===== config.mk =====
export PLATFORM = sky130hd
export DESIGN_NAME = txc_top
export DESIGN_NICKNAME = d
export VERILOG_FILES = /design/src/shared/txc_pkg.sv /design/src/core/txc_top.sv
export SDC_FILE = /design/constraint.sdc
export NUM_CORES = 1
export LEC_CHECK = 0
export BUFFER_PORTS_ARGS = -buffer_cell sky130_fd_sc_hd__buf_2
export CELL_PAD_IN_SITES_DETAIL_PLACEMENT = 0
export CELL_PAD_IN_SITES_GLOBAL_PLACEMENT = 1
export CORE_AREA = 4 4 93 95
export DETAILED_ROUTE_END_ITERATION = 8
export DIE_AREA = 0 0 97 99
export MAX_ROUTING_LAYER = met4
export PLACE_DENSITY = 0.94
export SLEW_MARGIN = 20
export SYNTH_ARGS = -nofsm -noshare
export SYNTH_HDL_FRONTEND = slang
export SYNTH_SLANG_ARGS = --single-unit

===== constraint.sdc =====
create_clock -name pclk -period 6.1 [get_ports pclk]
set_input_delay 1.22 -clock pclk [delete_from_list [all_inputs] [get_ports pclk]]
set_output_delay 1.22 -clock pclk [all_outputs]
set_load 0.02 [all_outputs]

===== src/shared/txc_pkg.sv =====
// Notes on behaviour
// - Status flush clears status pointers, self-clears
// - Data flush clears data pointers, self-clears
// - Full status FIFO suspends unless overrun allowed
// - Status full event ignores overrun allow
// - Enabled transmitter sends queued frame data
// - Enable clears itself after completed halt
// - Halt finishes current frame, then self-clears
// - Halt bit writes ignored while it is set
// - Mode bit picks threshold table, unless forwarding
// - Store-forward waits for whole frame
// - Otherwise start at selected threshold level
// - Threshold mode reports data underrun
// - Allotment sets transmit space, 1KB units, max 14
// - Status takes 512 bytes, data the rest
// - Data FIFO holds commands and frame data
// - Receive side gets 16KB minus allotment
// - Transmit control bits reset to zero
package txc_pkg;

   // ****************************************************************
   // Register map
   // ****************************************************************
   localparam logic [7:0] ADDR_TX_CTRL = 8'h70;
   localparam logic [7:0] ADDR_HW_SETUP = 8'h74;
   localparam logic [7:0] ADDR_TX_STAT = 8'h78;

   localparam int BIT_STAT_FLUSH = 15;
   localparam int BIT_DATA_FLUSH = 14;
   localparam int BIT_OVR_ALLOW = 2;
   localparam int BIT_ENABLE = 1;
   localparam int BIT_HALT = 0;
   localparam int BIT_THR_MODE = 21;
   localparam int BIT_STORE_FWD = 20;
   localparam int LSB_ALLOT = 16;
   localparam int LSB_LAUNCH = 12;
   localparam int BIT_UNDERRUN = 0;
   localparam int BIT_STAT_FULL = 1;
   localparam int BIT_STOPPED = 2;

   // ****************************************************************
   // Reset values and sizes
   // ****************************************************************
   localparam logic [3:0] ALLOT_RST = 4'h5;
   localparam logic [3:0] ALLOT_MAX = 4'he;
   localparam logic [3:0] ALLOT_MIN = 4'h2;
   localparam logic [14:0] STAT_BYTES = 15'h0200;
   localparam logic [15:0] TOTAL_BYTES = 16'h4000;
   localparam int KB_SHIFT = 10;

   // Start thresholds in words, entry n at bits 8n+7:8n
   localparam logic [31:0] THR_TABLE_FAST = 32'h28201812;

   // ****************************************************************
   // Carriers
   // ****************************************************************
   typedef struct packed {
      logic busy;
      logic word_req;
      logic stat_full;
      logic frame_complete;
      logic [11:0] data_words;
   } txc_mac_s;

   typedef struct packed {
      logic stat_ptr_clear;
      logic data_ptr_clear;
      logic launch_ok;
      logic tx_enabled;
      logic underrun;
      logic stat_full_event;
      logic [7:0] thr_words;
      logic [14:0] data_bytes;
      logic [14:0] rx_bytes;
   } txc_ctl_s;

endpackage


===== src/core/txc_top.sv =====
// The APB register port was left to the implementer.
`timescale 1ns/100ps
module txc_top #(
   parameter int WORDS_W = 12,
   parameter logic [31:0] THR_TABLE_SLOW = 32'h60504020
) (
   // Clock and reset
   input wire logic pclk,
   input wire logic presetn,
   // APB slave
   input wire logic psel,
   input wire logic penable,
   input wire logic pwrite,
   input wire logic [7:0] paddr,
   input wire logic [31:0] pwdata,
   output logic [31:0] prdata,
   output logic pready,
   output logic pslverr,
   // Transmit engine side
   input wire txc_pkg::txc_mac_s mac,
   output txc_pkg::txc_ctl_s ctl
);

   // ****************************************************************
   // Elaboration checks
   // ****************************************************************
   if (WORDS_W != 12) begin : g_chk
      $error("txc_top: WORDS_W must match the carrier width of 12");
   end

   // ****************************************************************
   // State
   // ****************************************************************
   typedef struct packed {
      logic stat_flush;
      logic data_flush;
      logic ovr_allow;
      logic enable;
      logic halt;
      logic thr_mode;
      logic store_fwd;
      logic [3:0] allot;
      logic [1:0] launch;
      logic underrun_flag;
      logic full_d;
      logic stopped;
      logic rdy;
      logic err;
      logic [31:0] rdata;
      logic launch_ok;
      logic underrun;
      logic full_event;
      logic [7:0] thr;
      logic [14:0] data_bytes;
      logic [14:0] rx_bytes;
   } txc_state_s;

   txc_state_s st;
   txc_state_s next_st;

   logic setup;
   logic wr_do;
   logic hit_ctrl;
   logic hit_hw;
   logic hit_stat;
   logic [31:0] rd_val;
   logic [3:0] eff_allot;
   logic [15:0] tx_bytes;
   logic [7:0] thr_sel;
   logic halt_done;
   logic start_ok;

   assign setup = psel & ~penable;
   assign wr_do = psel & penable & pwrite & st.rdy;
   assign hit_ctrl = (paddr == txc_pkg::ADDR_TX_CTRL);
   assign hit_hw = (paddr == txc_pkg::ADDR_HW_SETUP);
   assign hit_stat = (paddr == txc_pkg::ADDR_TX_STAT);

   // ****************************************************************
   // Next state
   // ****************************************************************
   always_comb begin
      next_st = st;
      rd_val = 32'h0;
      eff_allot = 4'h0;
      tx_bytes = 16'h0;
      thr_sel = 8'h0;
      halt_done = 1'b0;
      start_ok = 1'b0;

      // Flush requests live for exactly one cycle
      next_st.stat_flush = 1'b0;
      next_st.data_flush = 1'b0;
      next_st.underrun = 1'b0;
      next_st.full_event = 1'b0;
      next_st.full_d = mac.stat_full;

      // Full event is independent of the overrun allow bit
      if (mac.stat_full && !st.full_d) begin
         next_st.full_event = 1'b1;
      end

      // Halt completes only once no frame is running or starting
      halt_done = st.halt && !st.launch_ok && !mac.busy;
      if (halt_done) begin
         next_st.halt = 1'b0;
         next_st.enable = 1'b0;
         next_st.stopped = 1'b1;
      end

      // Starving the engine mid-frame is an underrun
      if (!st.store_fwd && mac.busy && mac.word_req
          && (mac.data_words == 12'h000)) begin
         next_st.underrun = 1'b1;
      end

      // Register reads, captured in the setup cycle
      rd_val[txc_pkg::BIT_STAT_FLUSH] = 1'b0;
      if (hit_ctrl) begin
         // Flushes act at once, so a back-to-back read never sees them
         rd_val[txc_pkg::BIT_STAT_FLUSH] = 1'b0;
         rd_val[txc_pkg::BIT_DATA_FLUSH] = 1'b0;
         rd_val[txc_pkg::BIT_OVR_ALLOW] = st.ovr_allow;
         rd_val[txc_pkg::BIT_ENABLE] = st.enable;
         rd_val[txc_pkg::BIT_HALT] = st.halt;
      end else if (hit_hw) begin
         rd_val[txc_pkg::BIT_THR_MODE] = st.thr_mode;
         rd_val[txc_pkg::BIT_STORE_FWD] = st.store_fwd;
         rd_val[txc_pkg::LSB_ALLOT +: 4] = st.allot;
         rd_val[txc_pkg::LSB_LAUNCH +: 2] = st.launch;
      end else if (hit_stat) begin
         rd_val[txc_pkg::BIT_UNDERRUN] = st.underrun_flag;
         rd_val[txc_pkg::BIT_STAT_FULL] = mac.stat_full;
         rd_val[txc_pkg::BIT_STOPPED] = st.stopped;
      end

      // One wait-free access phase: ready rises at the setup edge
      next_st.rdy = setup;
      next_st.err = setup & ~(hit_ctrl | hit_hw | hit_stat);
      if (setup) begin
         next_st.rdata = pwrite ? 32'h0 : rd_val;
      end

      // Writes take effect at the access edge; reserved bits dropped
      if (wr_do && hit_ctrl) begin
         next_st.stat_flush = pwdata[txc_pkg::BIT_STAT_FLUSH];
         next_st.data_flush = pwdata[txc_pkg::BIT_DATA_FLUSH];
         next_st.ovr_allow = pwdata[txc_pkg::BIT_OVR_ALLOW];
         // A host set of enable wins over a completing halt
         if (pwdata[txc_pkg::BIT_ENABLE]) begin
            next_st.enable = 1'b1;
            next_st.stopped = 1'b0;
         end else begin
            next_st.enable = 1'b0;
         end
         if (!st.halt && pwdata[txc_pkg::BIT_HALT]) begin
            next_st.halt = 1'b1;
            next_st.stopped = 1'b0;
         end
      end
      if (wr_do && hit_hw) begin
         next_st.thr_mode = pwdata[txc_pkg::BIT_THR_MODE];
         next_st.store_fwd = pwdata[txc_pkg::BIT_STORE_FWD];
         next_st.allot = pwdata[txc_pkg::LSB_ALLOT +: 4];
         next_st.launch = pwdata[txc_pkg::LSB_LAUNCH +: 2];
      end
      // Write one to clear; a fresh underrun wins over the clear
      if (wr_do && hit_stat && pwdata[txc_pkg::BIT_UNDERRUN]) begin
         next_st.underrun_flag = 1'b0;
      end
      if (next_st.underrun) begin
         next_st.underrun_flag = 1'b1;
      end

      // Split of the shared buffer, clamped to the legal range
      if (next_st.allot > txc_pkg::ALLOT_MAX) begin
         eff_allot = txc_pkg::ALLOT_MAX;
      end else if (next_st.allot < txc_pkg::ALLOT_MIN) begin
         eff_allot = txc_pkg::ALLOT_MIN;
      end else begin
         eff_allot = next_st.allot;
      end
      tx_bytes = 16'({12'h0, eff_allot} << txc_pkg::KB_SHIFT);
      // Data space also carries the command words
      next_st.data_bytes =
         15'(tx_bytes - {1'b0, txc_pkg::STAT_BYTES});
      next_st.rx_bytes = 15'(txc_pkg::TOTAL_BYTES - tx_bytes);

      // Threshold table lookup
      if (next_st.thr_mode) begin
         thr_sel = THR_TABLE_SLOW[{next_st.launch, 3'b000} +: 8];
      end else begin
         thr_sel = txc_pkg::THR_TABLE_FAST[{next_st.launch, 3'b000} +: 8];
      end
      next_st.thr = thr_sel;

      // Frame start permission, from the values about to be held
      if (next_st.store_fwd) begin
         start_ok = mac.frame_complete;
      end else begin
         start_ok = mac.frame_complete
            || (mac.data_words >= {4'h0, thr_sel});
      end
      next_st.launch_ok = next_st.enable && !next_st.halt
         && (next_st.ovr_allow || !mac.stat_full)
         && start_ok;
   end

   // ****************************************************************
   // Registers
   // ****************************************************************
   always_ff @(posedge pclk or negedge presetn) begin
      if (!presetn) begin
         st <= '0;
         st.allot <= txc_pkg::ALLOT_RST;
         st.data_bytes <= 15'h1200;
         st.rx_bytes <= 15'h2c00;
         st.thr <= 8'h12;
      end else begin
         st <= next_st;
      end
   end

   // ****************************************************************
   // Outputs, all straight from state
   // ****************************************************************
   assign prdata = st.rdata;
   assign pready = st.rdy;
   assign pslverr = st.err;
   assign ctl.stat_ptr_clear = st.stat_flush;
   assign ctl.data_ptr_clear = st.data_flush;
   assign ctl.launch_ok = st.launch_ok;
   assign ctl.tx_enabled = st.enable;
   assign ctl.underrun = st.underrun;
   assign ctl.stat_full_event = st.full_event;
   assign ctl.thr_words = st.thr;
   assign ctl.data_bytes = st.data_bytes;
   assign ctl.rx_bytes = st.rx_bytes;

endmodule


After elaboration in Yosys (flattened, before gate mapping)
Cells that the tools add are included.
W data, S select, Z words.
{ "totals": {"regBits": 91, "latch_bits": 0, "mem_bits_rw": 0, "rom_bits": 0, "inputBits": 61, "output_inout_bits": 78, "wordCells": 90, "memories": 0} }
{ "classes": {"addsub": 2, "multipliers": 0, "div_mod_pow": 0, "order_cmp": 3, "n_eq_ne": 3, "n_shift": 2, "n_mux": 25, "bitwise_logic": 9, "reduce_logical": 25} }
{ "ops": {"columns": ["cell", "count"], "rows": [
  ["$shiftx A32 B6 Y8 const A", 2],
  ["$eq A8 B7 Y1 const B", 3],
  ["$mux W22", 1],
  ["$mux W8", 2],
  ["$sub A14 B10 Y15 const B", 1],
  ["$sub A15 B14 Y15 const A", 1],
  ["$logic_and A1 B1 Y1", 14],
  ["$ge A12 B8 Y1", 1],
  ["$logic_not A12 Y1", 1],
  ["$mux W6", 2],
  ["$mux W1", 11],
  ["$mux W3", 3],
  ["$mux W4", 2],
  ["$logic_not A1 Y1", 7],
  ["$mux W2", 3],
  ["$and A1 B1 Y1", 5],
  ["$mux W5", 1],
  ["$gt A4 B4 Y1 const B", 1],
  ["$lt A4 B2 Y1 const B", 1],
  ["$logic_or A1 B1 Y1", 2],
  ["$not A1 Y1", 2],
  ["$or A1 B1 Y1", 2],
  ["$reduce_bool A2 Y1", 1]
]} }

Depth between registers and ports, before layout
{ "logic_depth": {"ltp_word": 11, "mapped_depth": 14, "depth_no_buf": 11} }

Worst setup path before layout
OpenSTA, ideal clock, no wires.
{ "synth_path": {"path_type": "input to register", "start": "input port paddr[7]", "end": "register st, in the netlist ctl[41]", "setup_ns": 0.121, "arrival_ns": 3.548, "path_slack_ns": 2.431, "path_stages": 11, "path_cell_list": "or4b_4 > nor2_1 > nand2_1 > clkbuf_1 > o41ai_1 > ha_1 > nor2b_1 > nor4b_1 > o211ai_1 > o211ai_1 > and4b_1"} }
{ "synth_rtl": {"columns": ["element", "line_no", "rtl"], "rows": [
  ["from (decl)", "txc_top.sv:14", "input wire logic [7:0] paddr,"],
  ["to (signal assigned)", "txc_top.sv:220", "st <= next_st;"],
  ["to (decl)", "txc_top.sv:58", "txc_state_s st;"]
]} }

==> results by group <==
Drt
  • WL final: 5386 um
  • Vias per inst: 4.383
  • DR WL/cell: 13.04 um
  • Antenna viol nets, final: 0
  • Pre-Repair DR Iteration Count: 4
  • DR iter-0 viols: 33
  • DR DRC count: 0
  • Vias after detailed routing: 1810

Finish
  • Area occupied by registers: 1186 um^2
  • Multi-input logic area: 1090 um^2
  • Number of diodes: 0
  • Fill count: 783
  • Nets: 378
  • Layout area overhead: 6.059%
  • Commonest non-fill, non-tap cell in the layout: buf_2
  • Highest-count cells in the layout ignoring fill and taps: buf_2 (74), conb_1 (45), dfrtp_1 (39), nand2_1 (14), o21ai_0 (14)
  • Layout cell share with drive strength beyond 1: 0.3376

Global routing
  • Vias in the first global route: 1804
  • Gr usage total: 0.1141
  • Initial antenna violation count: 0
  • Largest net degree at the start of global routing: 48
  • Congestion Overflow GR: 0
  • First-pass GRT wire length: 8576 um

Synthesis
  • Main combinational cell family by area after synthesis: buffers and inverters
  • Post-synth EDFFs: 0
  • Register area share after synthesis: 0.4319
  • Yosys warning count: 0
  • Post-Synth Adder-Cell Area: 0.03189
  • Post-Synth Simple-Gate Area: 0.1235
  • Netlist Area Pre-Place: 2746 um^2
  • Multiplexer area fraction after synthesis: 0.05968
  • Synth Register Bits: 47
  • Synth Area in Compound Gates: 0.1075
  • Post-Synthesis Cells: 267
  • Synth async-reset ratio: 1.000
  • Distinct cell type count of the synthesized netlist: 47
  • Post-synthesis xor/xnor area fraction: 0.01276
  • Syn_area_per_cell: 10.29 um^2
  • Prevailing post-synth register cell: dfrtp_1

Place
  • Detailed placement HPWL: 4383 um
  • Placer Congestion: 0.7957
  • Port buffer count: 75

STA
  • RSZ-0062 raised after global routing: no
  • Min cycle time layout: 3.941 ns
  • Worst-margin pin slew: 0.5730 ns
  • Fmax achieved: 253.8 MHz
  • Final setup viols: 0
  • Final period util: 0.6460
  • Post-route setup TNS: 0 ns
  • Slew headroom: 0.6180
  • Clock Skew: 0.006955 ns
  • Final hold violations: 0
  • Fin. max-slew vios: 0

Floorplan
  • I/O Pins: 139
  • Die Y: 99 um
  • Area of the die: 9603 um^2
  • Placeable Area: 7727 um^2
  • Die Span X: 97 um
  • Initial Util: 0.3554
  • Placement Rows: 32

Power and ir drop
  • PD cells: 197.3 nW/um^2
  • LEAKAGE: 1.572 nW
  • Int Power: 0.4151 mW
  • Final Power: 0.5747 mW
  • Logic pwr share: 0.121
  • Max VDD drop: 0.06550 mV
  • Clock share of power: 0.330
  • Sequential share of power: 0.549
  • P_sw: 0.1596 mW
  • Sw Share: 0.2778

Clock tree
  • Clock root buffer: clkbuf_8
  • Hold buffers post-CTS: 0
  • CTS tree: yes
  • TritonCTS Sinks: 47
  • Cts bufs inserted: 5
  • Clk pin slew, worst setup/hold paths: 0.09 ns
  • H-tree depth: 2
  • Post-CTS setup buffer count: 0
  • PostCTS Resize Cnt: 0
  • Clock Tree Buf Depth: 2
  • Clock Latency Late Sink: 0.29 ns

Worst hold path
  • Hold crit path type: register to register

Setup path
  • Cells along the critical path: buf_2, or4b_4, nor2_1, nand2_1, o41ai_1, ha_1, nor2b_1, nor4b_1, o211ai_1, o211ai_1, and4b_1
  • Slowest cell on the critical path: or4b_4
  • Most used cell, CP: o211ai_1
  • WP data required: 6.29 ns
  • CP bufs+invs: 1
  • Critical Path AT: 4.13 ns
  • Max FO, Critical Path: 16
  • CP top delay family: simple AND/OR/NAND/NOR gates
  • CP peak stage delay: 0.57 ns
  • Critical Path Source Type: input port
  • Setup crit end kind: register
  • Setup CP Type: input port to register

Status
  • Outcome: complete, no violations

Job
  • Max-Cap Viols: 0
-- final timing paths --
path                          start       to  slack, ns  depth (start not counted)
setup reg to reg             pready  ctl[41]       3.17                         10
min in group asynchronous   presetn  ctl[42]       0.92                          1
hold / removal               st[76]  ctl[38]       0.39                          1
max in group asynchronous   presetn  ctl[34]       4.80                          1
setup / recovery           paddr[7]  ctl[41]       2.16                         11
hold reg to reg              st[76]  ctl[38]       0.39                          1
-- routing by layer --
| metal | routed length [um] | up-vias | global-route usage |
|---|---|---|---|
| met2 | 2597 | 84 | 0.1858 |
| met3 | 387 | 7 | 0.02265 |
| met1 | 2296 | 841 | 0.1366 |
| met5 | 0 | - | - |
| met4 | 105 | 0 | 0.05292 |
| li1 | - | 878 | - |
-- registers in the layout (all words and copies together), names as in the netlist --
signal   flops
pready       1
st          13
ctl         21
prdata      11
pslverr      1
-- cell families after synthesis --
kind of cell / Yosys count
other: 2
and+or+nand+nor: 59
adders and majority gates: 7
muxes: 15
DFF: 47
buffers and inverters: 91
AOI/OAI and AO/OA: 42
xor gates and xnor gates: 4
-- area by class of cell --
cell class              instances  area share
well taps                     102     0.04381
repair buffers                 76      0.1323
clock buffers                   5     0.02363
multi-input cells             172      0.3741
clock inverters                 3    0.008591
inverters                       8     0.01031
flip-flops and latches         47      0.4072
-- stage by stage --
| stage | instance area, um^2 | utilization | hold WS [ns] | setup slack [ns] | cells |
|---|---|---|---|---|---|
| floorplan | 2908 | - | 0.3777 | 2.431 | 310 |
| global placement | 2816 | 0.3645 | 0.3812 | 1.906 | 405 |
| detailed placement | 2816 | 0.3645 | 0.3890 | 1.825 | 405 |
| CTS | 2910 | 0.3766 | 0.3980 | 2.163 | 413 |
| global route | 2913 | 0.3769 | 0.3923 | 1.925 | 413 |
| finish | 2913 | 0.3769 | 0.3904 | 2.159 | 413 |
-- cell usage after synthesis, drive strengths merged (7+ instances only) --
cell   number  area [um^2]
o21ai      14        70.07
dfrtp      39        975.9
a22o        8        70.07
buf        79        586.8
nor2       11        41.29
nand2      14        52.55
ha          7        87.58
mux2        8        93.84
mux2i       7        70.07
inv         8        30.03
dfstp       8        210.2
-- power by group through the flow --
stage / Sequential, mW / Clock (mW) / Combinational (mW)
after detailed placement: 0.321 / 0 / 0.0692
after CTS: 0.315 / 0.194 / 0.0694
after floorplan: 0.322 / 0 / 0.0631
after global placement: 0.321 / 0 / 0.0676
final: 0.315 / 0.190 / 0.0696
after global routing: 0.316 / 0.208 / 0.0774
-- worst reg2reg max path: stages, from the launching register on --
cell and delay (ns):
dfrtp_1 0.35, nand4_1 0.23, nor2_1 0.15, nand2_1 0.34
o41ai_1 0.56, ha_1 0.33, nor2b_1 0.13, nor4b_1 0.25
o211ai_1 0.15, o211ai_1 0.12, and4b_1 0.20
No activity file was read; power rests on OpenSTA's default activity.
